--- src/logic/cbr_regs.vh ---
// Constants of the bus-release handshake: states, widths and machine-cycle timing.
`ifndef CBR_REGS_VH
`define CBR_REGS_VH

// Arbiter states, binary coded.
`define CBR_ST_RUN 1'h0
`define CBR_ST_GRANT 1'h1

// Clock cycles in one machine cycle.
`define CBR_MCYC_CLKS 2

// Bus widths.
`define CBR_MEM_AW 16
`define CBR_IO_AW 16
`define CBR_DW 8

// Reset values of the transaction outputs.
`define CBR_ADDR_RST 16'h0000
`define CBR_DATA_RST 8'h00

`endif

--- src/logic/cbr_mcycle.v ---
// Machine-cycle phase counter of the bus-release handshake.
`timescale 1ns/1ps
`default_nettype none
`include "cbr_regs.vh"

module cbr_mcycle #(
	parameter integer MCYC_CLKS = `CBR_MCYC_CLKS
) (
	// Clock and resets.
	input wire clk_sys,
	input wire rst,
	input wire clear_n,
	// Control.
	input wire run,
	// Phase outputs.
	output reg mc_first,
	output reg mc_last
);

	// Width of the phase counter, wide enough for any sensible count.
	localparam integer CW = (MCYC_CLKS > 2) ? $clog2(MCYC_CLKS) : 1;
	// Last phase as a full integer, cut to the counter width on purpose.
	localparam integer LAST_I = MCYC_CLKS - 1;
	localparam [CW-1:0] LAST = LAST_I[CW-1:0];
	localparam [CW-1:0] ZERO = {CW{1'b0}};
	localparam [CW-1:0] ONE = {{(CW-1){1'b0}}, 1'b1};

	// Current phase within the machine cycle.
	reg [CW-1:0] phase;
	// Phase that the counter takes at the next edge.
	reg [CW-1:0] next_phase;

	// The counter restarts whenever the core is stopped, so a resumed
	// core always begins with a whole machine cycle.
	always @* begin
		next_phase = ZERO;
		if (run && phase != LAST) begin
			next_phase = phase + ONE;
		end
	end

	// While run stays high, every machine cycle lasts exactly the same number of clocks.
	always @(posedge clk_sys or negedge clear_n) begin
		if (!clear_n) begin
			phase <= ZERO;
			mc_first <= 1'b1;
			mc_last <= 1'b0;
		end else if (rst) begin
			phase <= ZERO;
			mc_first <= 1'b1;
			mc_last <= 1'b0;
		end else begin
			phase <= next_phase;
			mc_first <= (next_phase == ZERO);
			mc_last <= (next_phase == LAST);
		end
	end

endmodule // cbr_mcycle

`default_nettype wire

--- src/logic/cbr_bus_release.v ---
// Bus-release handshake of the processor core: grant, output hold and interrupt gating.
// How it works
// - Sample inputs, change outputs on rising clock.
// - Master clear asynchronously initialises every flip-flop.
// - Grant output shows the core has stopped.
// - Markers, addresses and data held low during grant.
// - Halt and sleep indicators stay during grant.
// - No interrupt sampling while grant is active.
// - Release bus only at instruction boundary.
// - Machine cycle is always two clocks.
// - Fully synchronous, static, no three-state buses.
// - Memory address reads all zeros during grant.
// - Stall ignored during grant, halt or sleep.
`timescale 1ns/1ps
`default_nettype none
`include "cbr_regs.vh"

module cbr_bus_release #(
	parameter integer MCYC_CLKS = `CBR_MCYC_CLKS,
	parameter integer MEM_AW = `CBR_MEM_AW,
	parameter integer IO_AW = `CBR_IO_AW,
	parameter integer DW = `CBR_DW
) (
	// Clock and resets.
	input wire clk_sys,
	input wire rst,
	input wire clear_n,
	// Other bus master.
	input wire bus_req,
	output reg bus_grant,
	// External requests.
	input wire stall_req,
	input wire int_req,
	input wire nmi_req,
	// Core sequencer status.
	input wire core_inst_end,
	input wire core_halt,
	input wire core_sleep,
	input wire core_nmi_taken,
	// Core transaction markers and buses before the hold.
	input wire core_iack,
	input wire core_nmiack,
	input wire core_reti,
	input wire core_first,
	input wire core_mem_tran,
	input wire core_io_tran,
	input wire [MEM_AW-1:0] core_mem_addr,
	input wire [DW-1:0] core_mem_data,
	input wire [IO_AW-1:0] core_io_addr,
	input wire [DW-1:0] core_io_data,
	// Control back to the core.
	output reg core_run,
	output wire mc_first,
	output wire mc_last,
	output reg int_to_core,
	output reg nmi_to_core,
	// State indicators.
	output reg halt_state,
	output reg sleep_state,
	output reg stall_eff,
	// Transaction outputs after the hold.
	output reg iack_tran,
	output reg nmiack_tran,
	output reg reti_tran,
	output reg first_cycle_marker,
	output reg mem_tran,
	output reg io_tran,
	output reg [MEM_AW-1:0] mem_addr_out,
	output reg [DW-1:0] mem_data_out,
	output reg [IO_AW-1:0] io_addr_out,
	output reg [DW-1:0] io_data_out
);

	// Arbiter state.
	reg state;
	// State after the next edge.
	reg next_state;
	// Grant value after the next edge.
	reg next_grant;
	// Stall as honoured after the next edge.
	reg next_stall;
	// Latched non-maskable request awaiting the core.
	reg nmi_pend;
	// Boundary at which the bus may be handed over.
	wire at_boundary;

	// Stalls are honoured only while the core actually runs.
	function stall_ok;
		input stall;
		input grant;
		input halt;
		input sleep;
		begin
			stall_ok = stall & ~grant & ~halt & ~sleep;
		end
	endfunction

	// Machine-cycle phase counter; it runs only while the core runs.
	cbr_mcycle #(
		.MCYC_CLKS(MCYC_CLKS)
	) u_mcycle (
		.clk_sys(clk_sys),
		.rst(rst),
		.clear_n(clear_n),
		.run(core_run),
		.mc_first(mc_first),
		.mc_last(mc_last)
	);

	// The bus is only given up at the end of the last machine cycle of an
	// instruction, or while the core sits frozen in halt or sleep, which
	// is itself an instruction boundary.
	assign at_boundary = (mc_last & core_inst_end & core_run) | core_halt | core_sleep;

	// Arbiter next state. The request is the other master's to raise and
	// hold; the core only reacts to it.
	always @* begin
		next_state = state;
		case (state)
			`CBR_ST_RUN: begin
				if (bus_req && at_boundary && !stall_eff) begin
					next_state = `CBR_ST_GRANT;
				end
			end
			`CBR_ST_GRANT: begin
				if (!bus_req) begin
					next_state = `CBR_ST_RUN;
				end
			end
			default: begin
				next_state = `CBR_ST_RUN;
			end
		endcase
		next_grant = (next_state == `CBR_ST_GRANT);
		next_stall = stall_ok(stall_req, next_grant, core_halt, core_sleep);
	end

	// Arbiter, grant and core run enable. The user reset returns the state
	// machine to running; master clear does the same asynchronously.
	always @(posedge clk_sys or negedge clear_n) begin
		if (!clear_n) begin
			state <= `CBR_ST_RUN;
			bus_grant <= 1'b0;
			core_run <= 1'b0;
			stall_eff <= 1'b0;
		end else if (rst) begin
			state <= `CBR_ST_RUN;
			bus_grant <= 1'b0;
			core_run <= 1'b0;
			stall_eff <= 1'b0;
		end else begin
			state <= next_state;
			bus_grant <= next_grant;
			// A frozen core resumes with the next instruction once the
			// grant is gone.
			core_run <= ~next_grant & ~next_stall & ~core_halt & ~core_sleep;
			stall_eff <= next_stall;
		end
	end

	// Halt and sleep indicators simply follow the core; the grant has no
	// say over them, so both may stand together.
	always @(posedge clk_sys or negedge clear_n) begin
		if (!clear_n) begin
			halt_state <= 1'b0;
			sleep_state <= 1'b0;
		end else if (rst) begin
			halt_state <= 1'b0;
			sleep_state <= 1'b0;
		end else begin
			halt_state <= core_halt;
			sleep_state <= core_sleep;
		end
	end

	// Interrupt sampling. Requests are not looked at while the bus is
	// granted, so a halted or sleeping core only wakes after release.
	// The maskable request is not latched, so the requester must hold it.
	always @(posedge clk_sys or negedge clear_n) begin
		if (!clear_n) begin
			nmi_pend <= 1'b0;
			int_to_core <= 1'b0;
			nmi_to_core <= 1'b0;
		end else if (rst) begin
			nmi_pend <= 1'b0;
			int_to_core <= 1'b0;
			nmi_to_core <= 1'b0;
		end else begin
			// A new request in the same cycle as the core taking the old
			// one wins, so no edge is lost.
			if (nmi_req && !bus_grant) begin
				nmi_pend <= 1'b1;
			end else if (core_nmi_taken) begin
				nmi_pend <= 1'b0;
			end
			int_to_core <= int_req & ~bus_grant & ~next_grant;
			nmi_to_core <= nmi_pend & ~bus_grant & ~next_grant;
		end
	end

	// Transaction markers, registered so every output changes on the
	// rising edge only, and forced low for the whole grant.
	always @(posedge clk_sys or negedge clear_n) begin
		if (!clear_n) begin
			iack_tran <= 1'b0;
			nmiack_tran <= 1'b0;
			reti_tran <= 1'b0;
			first_cycle_marker <= 1'b0;
			mem_tran <= 1'b0;
			io_tran <= 1'b0;
		end else if (rst) begin
			iack_tran <= 1'b0;
			nmiack_tran <= 1'b0;
			reti_tran <= 1'b0;
			first_cycle_marker <= 1'b0;
			mem_tran <= 1'b0;
			io_tran <= 1'b0;
		end else begin
			iack_tran <= core_iack & ~next_grant;
			nmiack_tran <= core_nmiack & ~next_grant;
			reti_tran <= core_reti & ~next_grant;
			first_cycle_marker <= core_first & ~next_grant;
			mem_tran <= core_mem_tran & ~next_grant;
			io_tran <= core_io_tran & ~next_grant;
		end
	end

	// Address and data outputs. These are data registers that the user
	// reset leaves alone, so only master clear initialises them. All are
	// driven actively at every time; there is no released, floating bus,
	// which is why the other master needs its own multiplexer.
	always @(posedge clk_sys or negedge clear_n) begin
		if (!clear_n) begin
			mem_addr_out <= {MEM_AW{1'b0}};
			mem_data_out <= {DW{1'b0}};
			io_addr_out <= {IO_AW{1'b0}};
			io_data_out <= {DW{1'b0}};
		end else if (next_grant) begin
			mem_addr_out <= {MEM_AW{1'b0}};
			mem_data_out <= {DW{1'b0}};
			io_addr_out <= {IO_AW{1'b0}};
			io_data_out <= {DW{1'b0}};
		end else begin
			// The memory address bus tracks the core; the data buses and the I/O address keep their value
			// between transactions to save switching power.
			mem_addr_out <= core_mem_addr;
			if (core_mem_tran) begin
				mem_data_out <= core_mem_data;
			end
			if (core_io_tran) begin
				io_addr_out <= core_io_addr;
				io_data_out <= core_io_data;
			end
		end
	end

endmodule // cbr_bus_release

`default_nettype wire

--- config.mk ---
export PLATFORM = sky130hd
export DESIGN_NAME = cbr_bus_release
export DESIGN_NICKNAME = d
export VERILOG_FILES = /design/src/logic/cbr_mcycle.v /design/src/logic/cbr_bus_release.v
export VERILOG_INCLUDE_DIRS = /design/src /design/src/logic
export SDC_FILE = /design/constraint.sdc
export NUM_CORES = 1
export LEC_CHECK = 0
export ABC_AREA = 1
export BUFFER_PORTS_ARGS = -buffer_cell sky130_fd_sc_hd__buf_2
export CAP_MARGIN = 30
export CORE_MARGIN = 1.5
export CORE_UTILIZATION = 40
export DETAILED_ROUTE_END_ITERATION = 16
export GPL_ROUTABILITY_DRIVEN = 0
export PLACE_DENSITY = 0.79
export SLEW_MARGIN = 15
export SYNTH_ARGS = -nofsm -noshare
export SYNTH_HDL_FRONTEND = slang
export SYNTH_SLANG_ARGS = --single-unit
--- constraint.sdc ---
create_clock -name clk_sys -period 1 [get_ports clk_sys]
set_input_delay 0.1 -clock clk_sys [delete_from_list [all_inputs] [get_ports clk_sys]]
set_output_delay 0.1 -clock clk_sys [all_outputs]
set_load 0.01 [all_outputs]
* Word-level counts from Yosys, hierarchy flattened
Index checks and enable logic that the tools add are counted.
Widths: inputs -> output; s select.
** Word-level totals
- Flip-flop bits (word level) :: 64
- Latch bits :: 0
- Memory bits (writable) :: 0
- ROM bits :: 0
- Input bits :: 65
- Output and inout port bits :: 63
- Word-level logic and storage cells :: 86
- Memories :: 0
** Operators by class
- $add $sub $neg :: 1
- Multiply operators :: 0
- Div/mod/pow operators :: 0
- $lt $le $gt $ge :: 0
- Eq/ne operators :: 0
- Shift-type cells :: 0
- Multiplexer cells :: 29
- Bitwise operators :: 27
- Reduce and logical (&&, ||, !) cells :: 9
** Operator list (count)
- $mux 16 :: 3
- $mux 8 :: 4
- $mux 1 :: 21
- $and 1x1->1 :: 18
- $not 1->1 :: 7
- $logic_and 1x1->1 :: 4
- $reduce_bool 2->1 :: 2
- $reduce_bool 3->1 :: 1
- $logic_not 1->1 :: 2
- $or 1x1->1 :: 2
- $pmux 1 s2 :: 1
- $add 1x1->1 const B :: 1

* Depth between registers and ports, before layout
Gate-level depths: netlist of run 1.
- Depth after elaboration :: 17
- Mapped depth :: 9
- Gate-level depth less buffers :: 7

* Modules after synthesis
A second synthesis of run 1 with hierarchy kept.
** Unflattened totals
- Cells, all modules :: 251
- Area, all modules :: 2449.8 um^2
** By module, submodules not included
- cbr_bus_release :: times used 1, cells each 244, area an instance 2377.3 um^2, seq. area each 1551.5 um^2
- cbr_mcycle :: times used 1, cells each 7, area an instance 72.6 um^2, seq. area each 51.3 um^2

* Worst setup path after synthesis of run 1
No wires, ideal clock.
- Path kind :: register to register
- From :: reg core_run
- To :: reg mem_data_out[4]
- Library setup time :: 0.119 ns
- Arrival :: 1.058 ns
- Data required time :: 0.881 ns
- Path slack :: -0.177 ns
- Cell stages (with the launch flop) :: 10
- Path buffers :: 2
- Clock period less this slack :: 1.177 ns
- Path through :: dfrtp_1 nand3_1 nand2_1 nand2_1 nand2_2 nand2_4 buf_6 buf_6 nand3_1 nand2_1
** Between the ends
- Word-level cells in the longest chain between the ends :: 8
- Elaborated cells on any way between the ends :: 9
- Those cells by class :: 3 x mux; 3 x bitwise; 3 x reduce/logical
** Ends and longest elaborated chain
- start, declared :: line cbr_bus_release.v:52 : output reg core_run,
- start signal, assigned :: line cbr_bus_release.v:156 : core_run <= ~next_grant & ~next_stall & ~core_halt & ~core_sleep;
- $and 1x1->1 (*) :: line cbr_bus_release.v:113 : assign at_boundary = (mc_last & core_inst_end & core_run) | core_halt | core_sleep;
- $or 1x1->1 (*) (2 in series) :: line cbr_bus_release.v:113
- $logic_and 1x1->1 (*) (2 in series) :: line cbr_bus_release.v:121 : if (bus_req && at_boundary && !stall_eff) begin
- $mux 1 (*) :: line cbr_bus_release.v:121
- $pmux 1 s2 (*) :: line cbr_bus_release.v:119 : case (state)
- $mux 8 or $reduce_bool 2->1 (tied branches)
- end signal, assigned :: line cbr_bus_release.v:235 : mem_data_out <= {DW{1'b0}};
- end signal, assigned :: line cbr_bus_release.v:240 : mem_data_out <= {DW{1'b0}};
- end signal, assigned :: line cbr_bus_release.v:248 : mem_data_out <= core_mem_data;
- end, declared :: line cbr_bus_release.v:69 : output reg [DW-1:0] mem_data_out,
Mark *: on every way between the ends. The rest lies on a longest branch, timed or not.
A chain may end at the register's enable or synchronous reset.

* Worst setup path after layout of run 1
- From :: reg core_run
- To :: reg mem_addr_out[14]
** Between the ends
- Word-level cells in the longest chain between the ends :: 8
** Ends and longest elaborated chain
- $and 1x1->1 :: line cbr_bus_release.v:113
- $or 1x1->1 (2 in series) :: line cbr_bus_release.v:113
- $logic_and 1x1->1 (2 in series) :: line cbr_bus_release.v:121
- $mux 1 :: line cbr_bus_release.v:121
- $pmux 1 s2 :: line cbr_bus_release.v:119
- $mux 16 :: line cbr_bus_release.v:238 : end else if (next_grant) begin
- end signal, assigned :: line cbr_bus_release.v:234 : mem_addr_out <= {MEM_AW{1'b0}};
- end signal, assigned :: line cbr_bus_release.v:239 : mem_addr_out <= {MEM_AW{1'b0}};
- end signal, assigned :: line cbr_bus_release.v:246 : mem_addr_out <= core_mem_addr;
- end, declared :: line cbr_bus_release.v:68 : output reg [MEM_AW-1:0] mem_addr_out,
No other way between the ends.

==> impl_results.md, run 1 <==
* Post-Synth XOR/XNOR Area at 0
* Clock H-tree levels at 3
* Mux contribution to synthesized area at 0
* VDD IR max at 967 uV
* Final nets at 501
* WL/cell at 13.4 um
* Failing checks: negative setup slack
* Die area at 6580 um^2
* # fillers at 470
* Synth Cell Area at 2440 um^2
* GRT Max-Usage Layer: met2
* First-pass GRT wire length at 10.7 mm
* Post-Synth Adder-Cell Area at 0
* Ports at 128
* Skew final at 0.00470 ns
* Initial core utilization at 0.412
* Vias in the first global route at 2410
* LEAKAGE at 0.00233 uW
* Simple-Gate Fraction of Synth Area at 0.257
* Worst path max stage delay at 0.38 ns
* CP Data Arrival Time at 1.47 ns
* CTS tree: yes
* M3 GR Usage at 0.0517
* Die X at 81.1 um
* Grt met2 use at 0.377
* Seq/Total Area, Yosys at 0.657
* WP data required at 1.24 ns
* Core area at 5920 um^2
* Die Ht at 81.1 um
* Slew headroom at 0.751
* Power Density at 1550 nW/um^2
* Post-route setup slack at -0.228 ns
* Cells after synthesis at 249
* Clock slew at reported path FFs at 0.07 ns
* Later-pin clock latency in the skew report at 0.32 ns
* Outcome: complete, but fails checks
* CTS root buffer: clkbuf_8
* Distinct cells, synth at 16
* Routed Antenna Nets at 0
* Drt first pass iters at 4
* Final hold slack at 0.0108 ns
* DR vias at 2440
* P&R area growth vs syn at 67.6%
* Final worst path period need at 1.23 ns
* Avg Cell Area, Syn at 9.80 um^2
* Hold Vio Cnt, Final at 0
* N_diodes at 0
* CTS buffer count at 9
* Unrepaired setup endpoints after global routing: true
* # setup viols final at 63
* Post-route clock period utilization at 1.23
* GRT Total Usage at 0.217
* Syn_nets at 314
* Worst slew pin tran at 0.371 ns
* #FFs+latches synth at 64
* Critical-path top delay cell: dfrtp_1
* Synth Warn # at 0
* DRC errors left at 0
* Crit-path max FO at 9
* Type of the worst setup path: reg2reg
* Rows at 28
* Largest net degree at the start of global routing at 65
* Synth Area in Compound Gates at 0.00359
* MaxCap Viol Count at 0
* Worst Hold Class: in2reg
* Initial DRC Count at 99
* Drt via density at 4.73
* Critical Path Sink Type: flip-flop
* Most frequent cells in the layout: buf_2, dfrtp_1, nand3_1, dlygate4sd3_1, nand2_1
* Most common cell after layout, fill and taps aside: buf_2
* Clock tree sinks at 64
* Initial antenna violation count at 0
* Post-Route WL at 6.91 mm
* Largest family of logic cells by synthesized area: simple AND/OR/NAND/NOR gates
* Hpwl dp at 4.05 mm
* M1 GR Usage at 0.246
* Fmax at 814 MHz
* Slew Viols, Final at 0
* Clock Tree Buf Depth at 2
* PortBufs at 127
* Fin util at 0.691
* Most used cell, CP: nand2_4
* Crit path launch type: flip-flop
* Total global routing overflow at 0
* Layout cell share with drive strength beyond 1 at 0.426
* CP Cell Sequence: nand3_1 > nand2_1 > nand2_2 > nand2_4 > nand2_4 > buf_4 > inv_6 > nor2_1
[state kept, by name (all words and copies together), names as in the netlist]
| name | cells |
|---|---|
| u_mcycle.mc_last | 1 |
| core_run | 1 |
| nmiack_tran | 1 |
| nmi_to_core | 1 |
| int_to_core | 1 |
| halt_state | 1 |
| io_tran | 1 |
| u_mcycle.mc_first | 1 |
| reti_tran | 1 |
| state | 1 |
| first_cycle_marker | 1 |
| mem_addr_out | 16 |
| sleep_state | 1 |
| mem_tran | 1 |
| stall_eff | 1 |
| nmi_pend | 1 |
| iack_tran | 1 |
| io_data_out | 8 |
| io_addr_out | 16 |
| mem_data_out | 8 |
[repair_timing]
action / in CTS / in global routing
cloned: 3 / 0
setup buffers: 2 / 3
endpoints found under the hold margin: 103 / 0
resized for setup: 20 / 17
hold buffers: 42 / 0
setup endpoints to repair: 62 / 65
pin swaps: 3 / 2
[where the power goes]
group	leakage [uW]	internal [uW]	switching [uW]	total [uW]
Sequential	0.000832	2760	80.6	2840
Clock	0.000108	1470	938	2410
Combinational	0.00139	518	550	1070
[cells by family (layout without fill, tap and decap cells)]
kind of cell    after synthesis  count (layout)
flops                        64              64
buf+inv                      43             234
simple gates                141             142
compound gates                1               1
[per-stage QoR]
step	TNS [ns]	total power, uW	cell area [um^2]	std cells	worst slack (ns)
5_1_grt	-14.56	6610	4090	516	-0.312
3_3_place_gp	-6.24	3680	3210	450	-0.134
4_1_cts	-6.16	6310	4000	513	-0.165
2_1_floorplan	-7.01	3260	2450	249	-0.177
3_5_place_dp	-7.95	3700	3210	450	-0.184
6_report	-8.70	6320	4090	516	-0.228
[path summary, 6_finish.rpt]
kind / end / from / slack [ns] / depth (start not counted)
worst max-delay path: mem_addr_out[14] / core_run / -0.23 / 8
worst min-delay path: io_data_out[5] / core_io_data[5] / 0.01 / 3
worst max register to register: mem_addr_out[14] / core_run / -0.23 / 8
worst min register to register: mem_data_out[7] / mem_data_out[7] / 0.50 / 2
max in group asynchronous: mem_data_out[1] / clear_n / 0.40 / 3
min in group asynchronous: u_mcycle.mc_last / clear_n / 0.29 / 3
[cell type report]
cell class                      count  area (um^2)  share of cell area
Sequential cell                    64         1600               0.392
Clock buffer                       13          149              0.0364
Timing Repair Buffer              188         1300               0.318
Inverter                           29          116              0.0284
Clock inverter                      3         65.1              0.0159
Multi-Input combinational cell    143          754               0.184
Tap cell                           75         93.8              0.0229
Timing Repair inverter              1         8.76             0.00214
[routing by layer]
metal	part of all wire	vias to the layer above
li1	-	1160
met1	0.37	1167
met2	0.54	96
met3	0.066	17
met4	0.024	0
met5	0	-
[critical path: cells and delay by family, from the launching register on]
kind / cells / cell delay [ns]
flops: 1 / 0.38
buf+inv: 2 / 0.21
simple gates: 6 / 0.56
[cell usage after synthesis, drive strengths merged]
| library cell | n | area (um^2) |
|---|---|---|
| buf | 11 | 80.1 |
| dfrtp | 63 | 1580 |
| nor2 | 33 | 126 |
| nand2 | 42 | 170 |
| a22o | 1 | 8.76 |
| clkbuf | 3 | 11.3 |
| or2 | 1 | 6.26 |
| dfstp | 1 | 26.3 |
| nand3 | 65 | 325 |
| inv | 27 | 101 |
| clkinv | 2 | 7.51 |
Power figures use the tool's default switching activity.
==> run 2, diff against run 1 <==
- CELL_PAD_IN_SITES_DETAIL_PLACEMENT: not set -> 1
- CELL_PAD_IN_SITES_GLOBAL_PLACEMENT: not set -> 1
- CORE_UTILIZATION: 40 -> 29
- PLACE_DENSITY: 0.79 -> not set
- PLACE_DENSITY_LB_ADDON: not set -> 0.1
- REMOVE_ABC_BUFFERS: not set -> 1
==> impl_results.md, run 2 (synthesis gave the netlist of run 1 again) <==
* Worst R2R Start: core_run
* WP data required at 1.22 ns
* Total global routing overflow at 0
* Layout cell share with drive strength beyond 1 at 0.420
* VDD IR max at 850 uV
* Final hold slack at 0.0163 ns
* Slew Viols, Final at 0
* Crit-path max FO at 9
* Die area at 8970 um^2
* Clock Tree Buf Depth at 2
* Rows at 33
* Critical-path top delay cell: dfrtp_1
* Worst path max stage delay at 0.37 ns
* Initial antenna violation count at 0
* Largest net degree at the start of global routing at 25
* Vias in the first global route at 2536
* Drt first pass iters at 4
* Outcome: complete, but fails checks
* Type of the worst setup path: reg2reg
* Power Density at 1540 nW/um^2
* Failing checks: negative setup slack
* Initial DRC Count at 66
* Most common cell after layout, fill and taps aside: buf_2
* Clock slew at reported path FFs at 0.08 ns
* Ports at 128
* Fmax at 831 MHz
* MaxCap Viol Count at 0
* N_diodes at 0
* Inst Count DP at 482
* Hold path startpoint: core_mem_data[7]
* Hold Vio Cnt, Final at 0
* CP Data Arrival Time at 1.43 ns
* Slew headroom at 0.709
* Initial core utilization at 0.298
* Routed Antenna Nets at 0
* Multi-input gate area in the final layout at 724 um^2
* Hpwl dp at 4.93 mm
* Layout Cells excl Fill at 564
* LEAKAGE at 0.00243 uW
* Pre-CTS worst setup slack at -0.209 ns
* # fillers at 956
* CTS tree: yes
* Regs by FF count: io_addr_out: 16 flops, mem_addr_out: 16 flops
* DRC errors left at 0
* Setup TNS at -9.94 ns
* CP Cell Sequence: nand3_1 > nand2_1 > nand2_2 > nand2_4 > nand2_4 > clkbuf_16 > nand3_1 > nand2_1
* Die X at 94.7 um
* Post-Route WL at 7.85 mm
* CTS buffer count at 9
* Core area at 8180 um^2
* Clock H-tree levels at 3
* First-pass GRT wire length at 12.4 mm
* WL/cell at 13.9 um
* CTS root buffer: clkbuf_8
* Worst Hold Class: in2reg
* Critical Path Sink Type: flip-flop
* Unrepaired setup endpoints after global routing: true
* Worst slew pin tran at 0.436 ns
* Final worst path period need at 1.20 ns
* Register Area at 1600 um^2
* Drt via density at 4.38
* Clock tree sinks at 64
* GRT Total Usage at 0.183
* DR vias at 2469
* Most frequent cells in the layout: buf_2, dfrtp_1, nand3_1, dlygate4sd3_1, nand2_1
* Skew final at 0.00954 ns
* Worst setup startpoint: core_run
* P&R area growth vs syn at 78.8%
* Die Ht at 94.7 um
* Final nets at 519
* # setup viols final at 63
* Post-route clock period utilization at 1.20
* PortBufs at 127
* Post-route setup slack at -0.203 ns
* Later-pin clock latency in the skew report at 0.34 ns
* Crit path launch type: flip-flop
-- run 2: cell count changes in the layout (fill, tap and decap cells not counted), sizes merged, moves of 2 or more --
cell,previous run,this run
dlygate4sd3,42,56
buf,146,150
clkbuf,13,10
clkinv,3,5
-- run 2: layout make-up --
| class | count | share of cell area |
|---|---|---|
| multi-input combinational | 143 | 0.166 |
| clock buffer | 9 | 0.0284 |
| timing repair buffer | 207 | 0.356 |
| clock inverter | 7 | 0.0275 |
| inverter | 29 | 0.0249 |
| sequential | 64 | 0.367 |
| tap | 105 | 0.0301 |
-- run 2: per-stage QoR --
stage / total power (uW) / cell area, um^2 / util
final: 6730 / 4360 / 0.534
after global routing: 7070 / 4360 / 0.534
after CTS: 6730 / 4200 / 0.514
after detailed placement: 3790 / 3340 / 0.409
after global placement: 3770 / 3340 / 0.409
after floorplan: 3200 / 2350 / -
-- run 2: path summary, 6_finish.rpt --
| path | end | slack, ns | cells after the start |
|---|---|---|---|
| worst min register to register | io_addr_out[14] | 0.50 | 2 |
| worst max register to register | io_addr_out[12] | -0.20 | 8 |
| min in group asynchronous | io_addr_out[10] | 0.24 | 2 |
| max in group asynchronous | mem_addr_out[14] | 0.28 | 3 |
| worst max-delay path | io_addr_out[12] | -0.20 | 8 |
| worst min-delay path | mem_data_out[7] | 0.02 | 3 |
-- run 2: layer usage --
layer,routed length [um],vias up,GRT usage
met4,99,0,0.0697
met2,3850,87,0.307
met1,3350,1183,0.222
li1,-,1190,-
met5,0,-,0
met3,556,9,0.0515
-- run 2: report_power, final --
part           internal, uW  switching (uW)
combinational           599             566
clock                  1660            1070
sequential             2760            74.4
total                  5020            1710
-- run 2: timing repair --
action / in CTS / in global routing
setup buffers: 2 / 7
endpoints found under the setup margin: 64 / 80
hold buffers: 56 / 0
pin swaps: 1 / 3
cloned: 0 / 2
hold endpoints to repair: 78 / 0
gates resized for setup: 9 / 21
-- run 2: critical path: cells and delay by family (launching register included) --
| kind | cells | cell delay, ns |
|---|---|---|
| DFF | 1 | 0.37 |
| buffers and inverters | 1 | 0.18 |
| and+or+nand+nor | 7 | 0.54 |
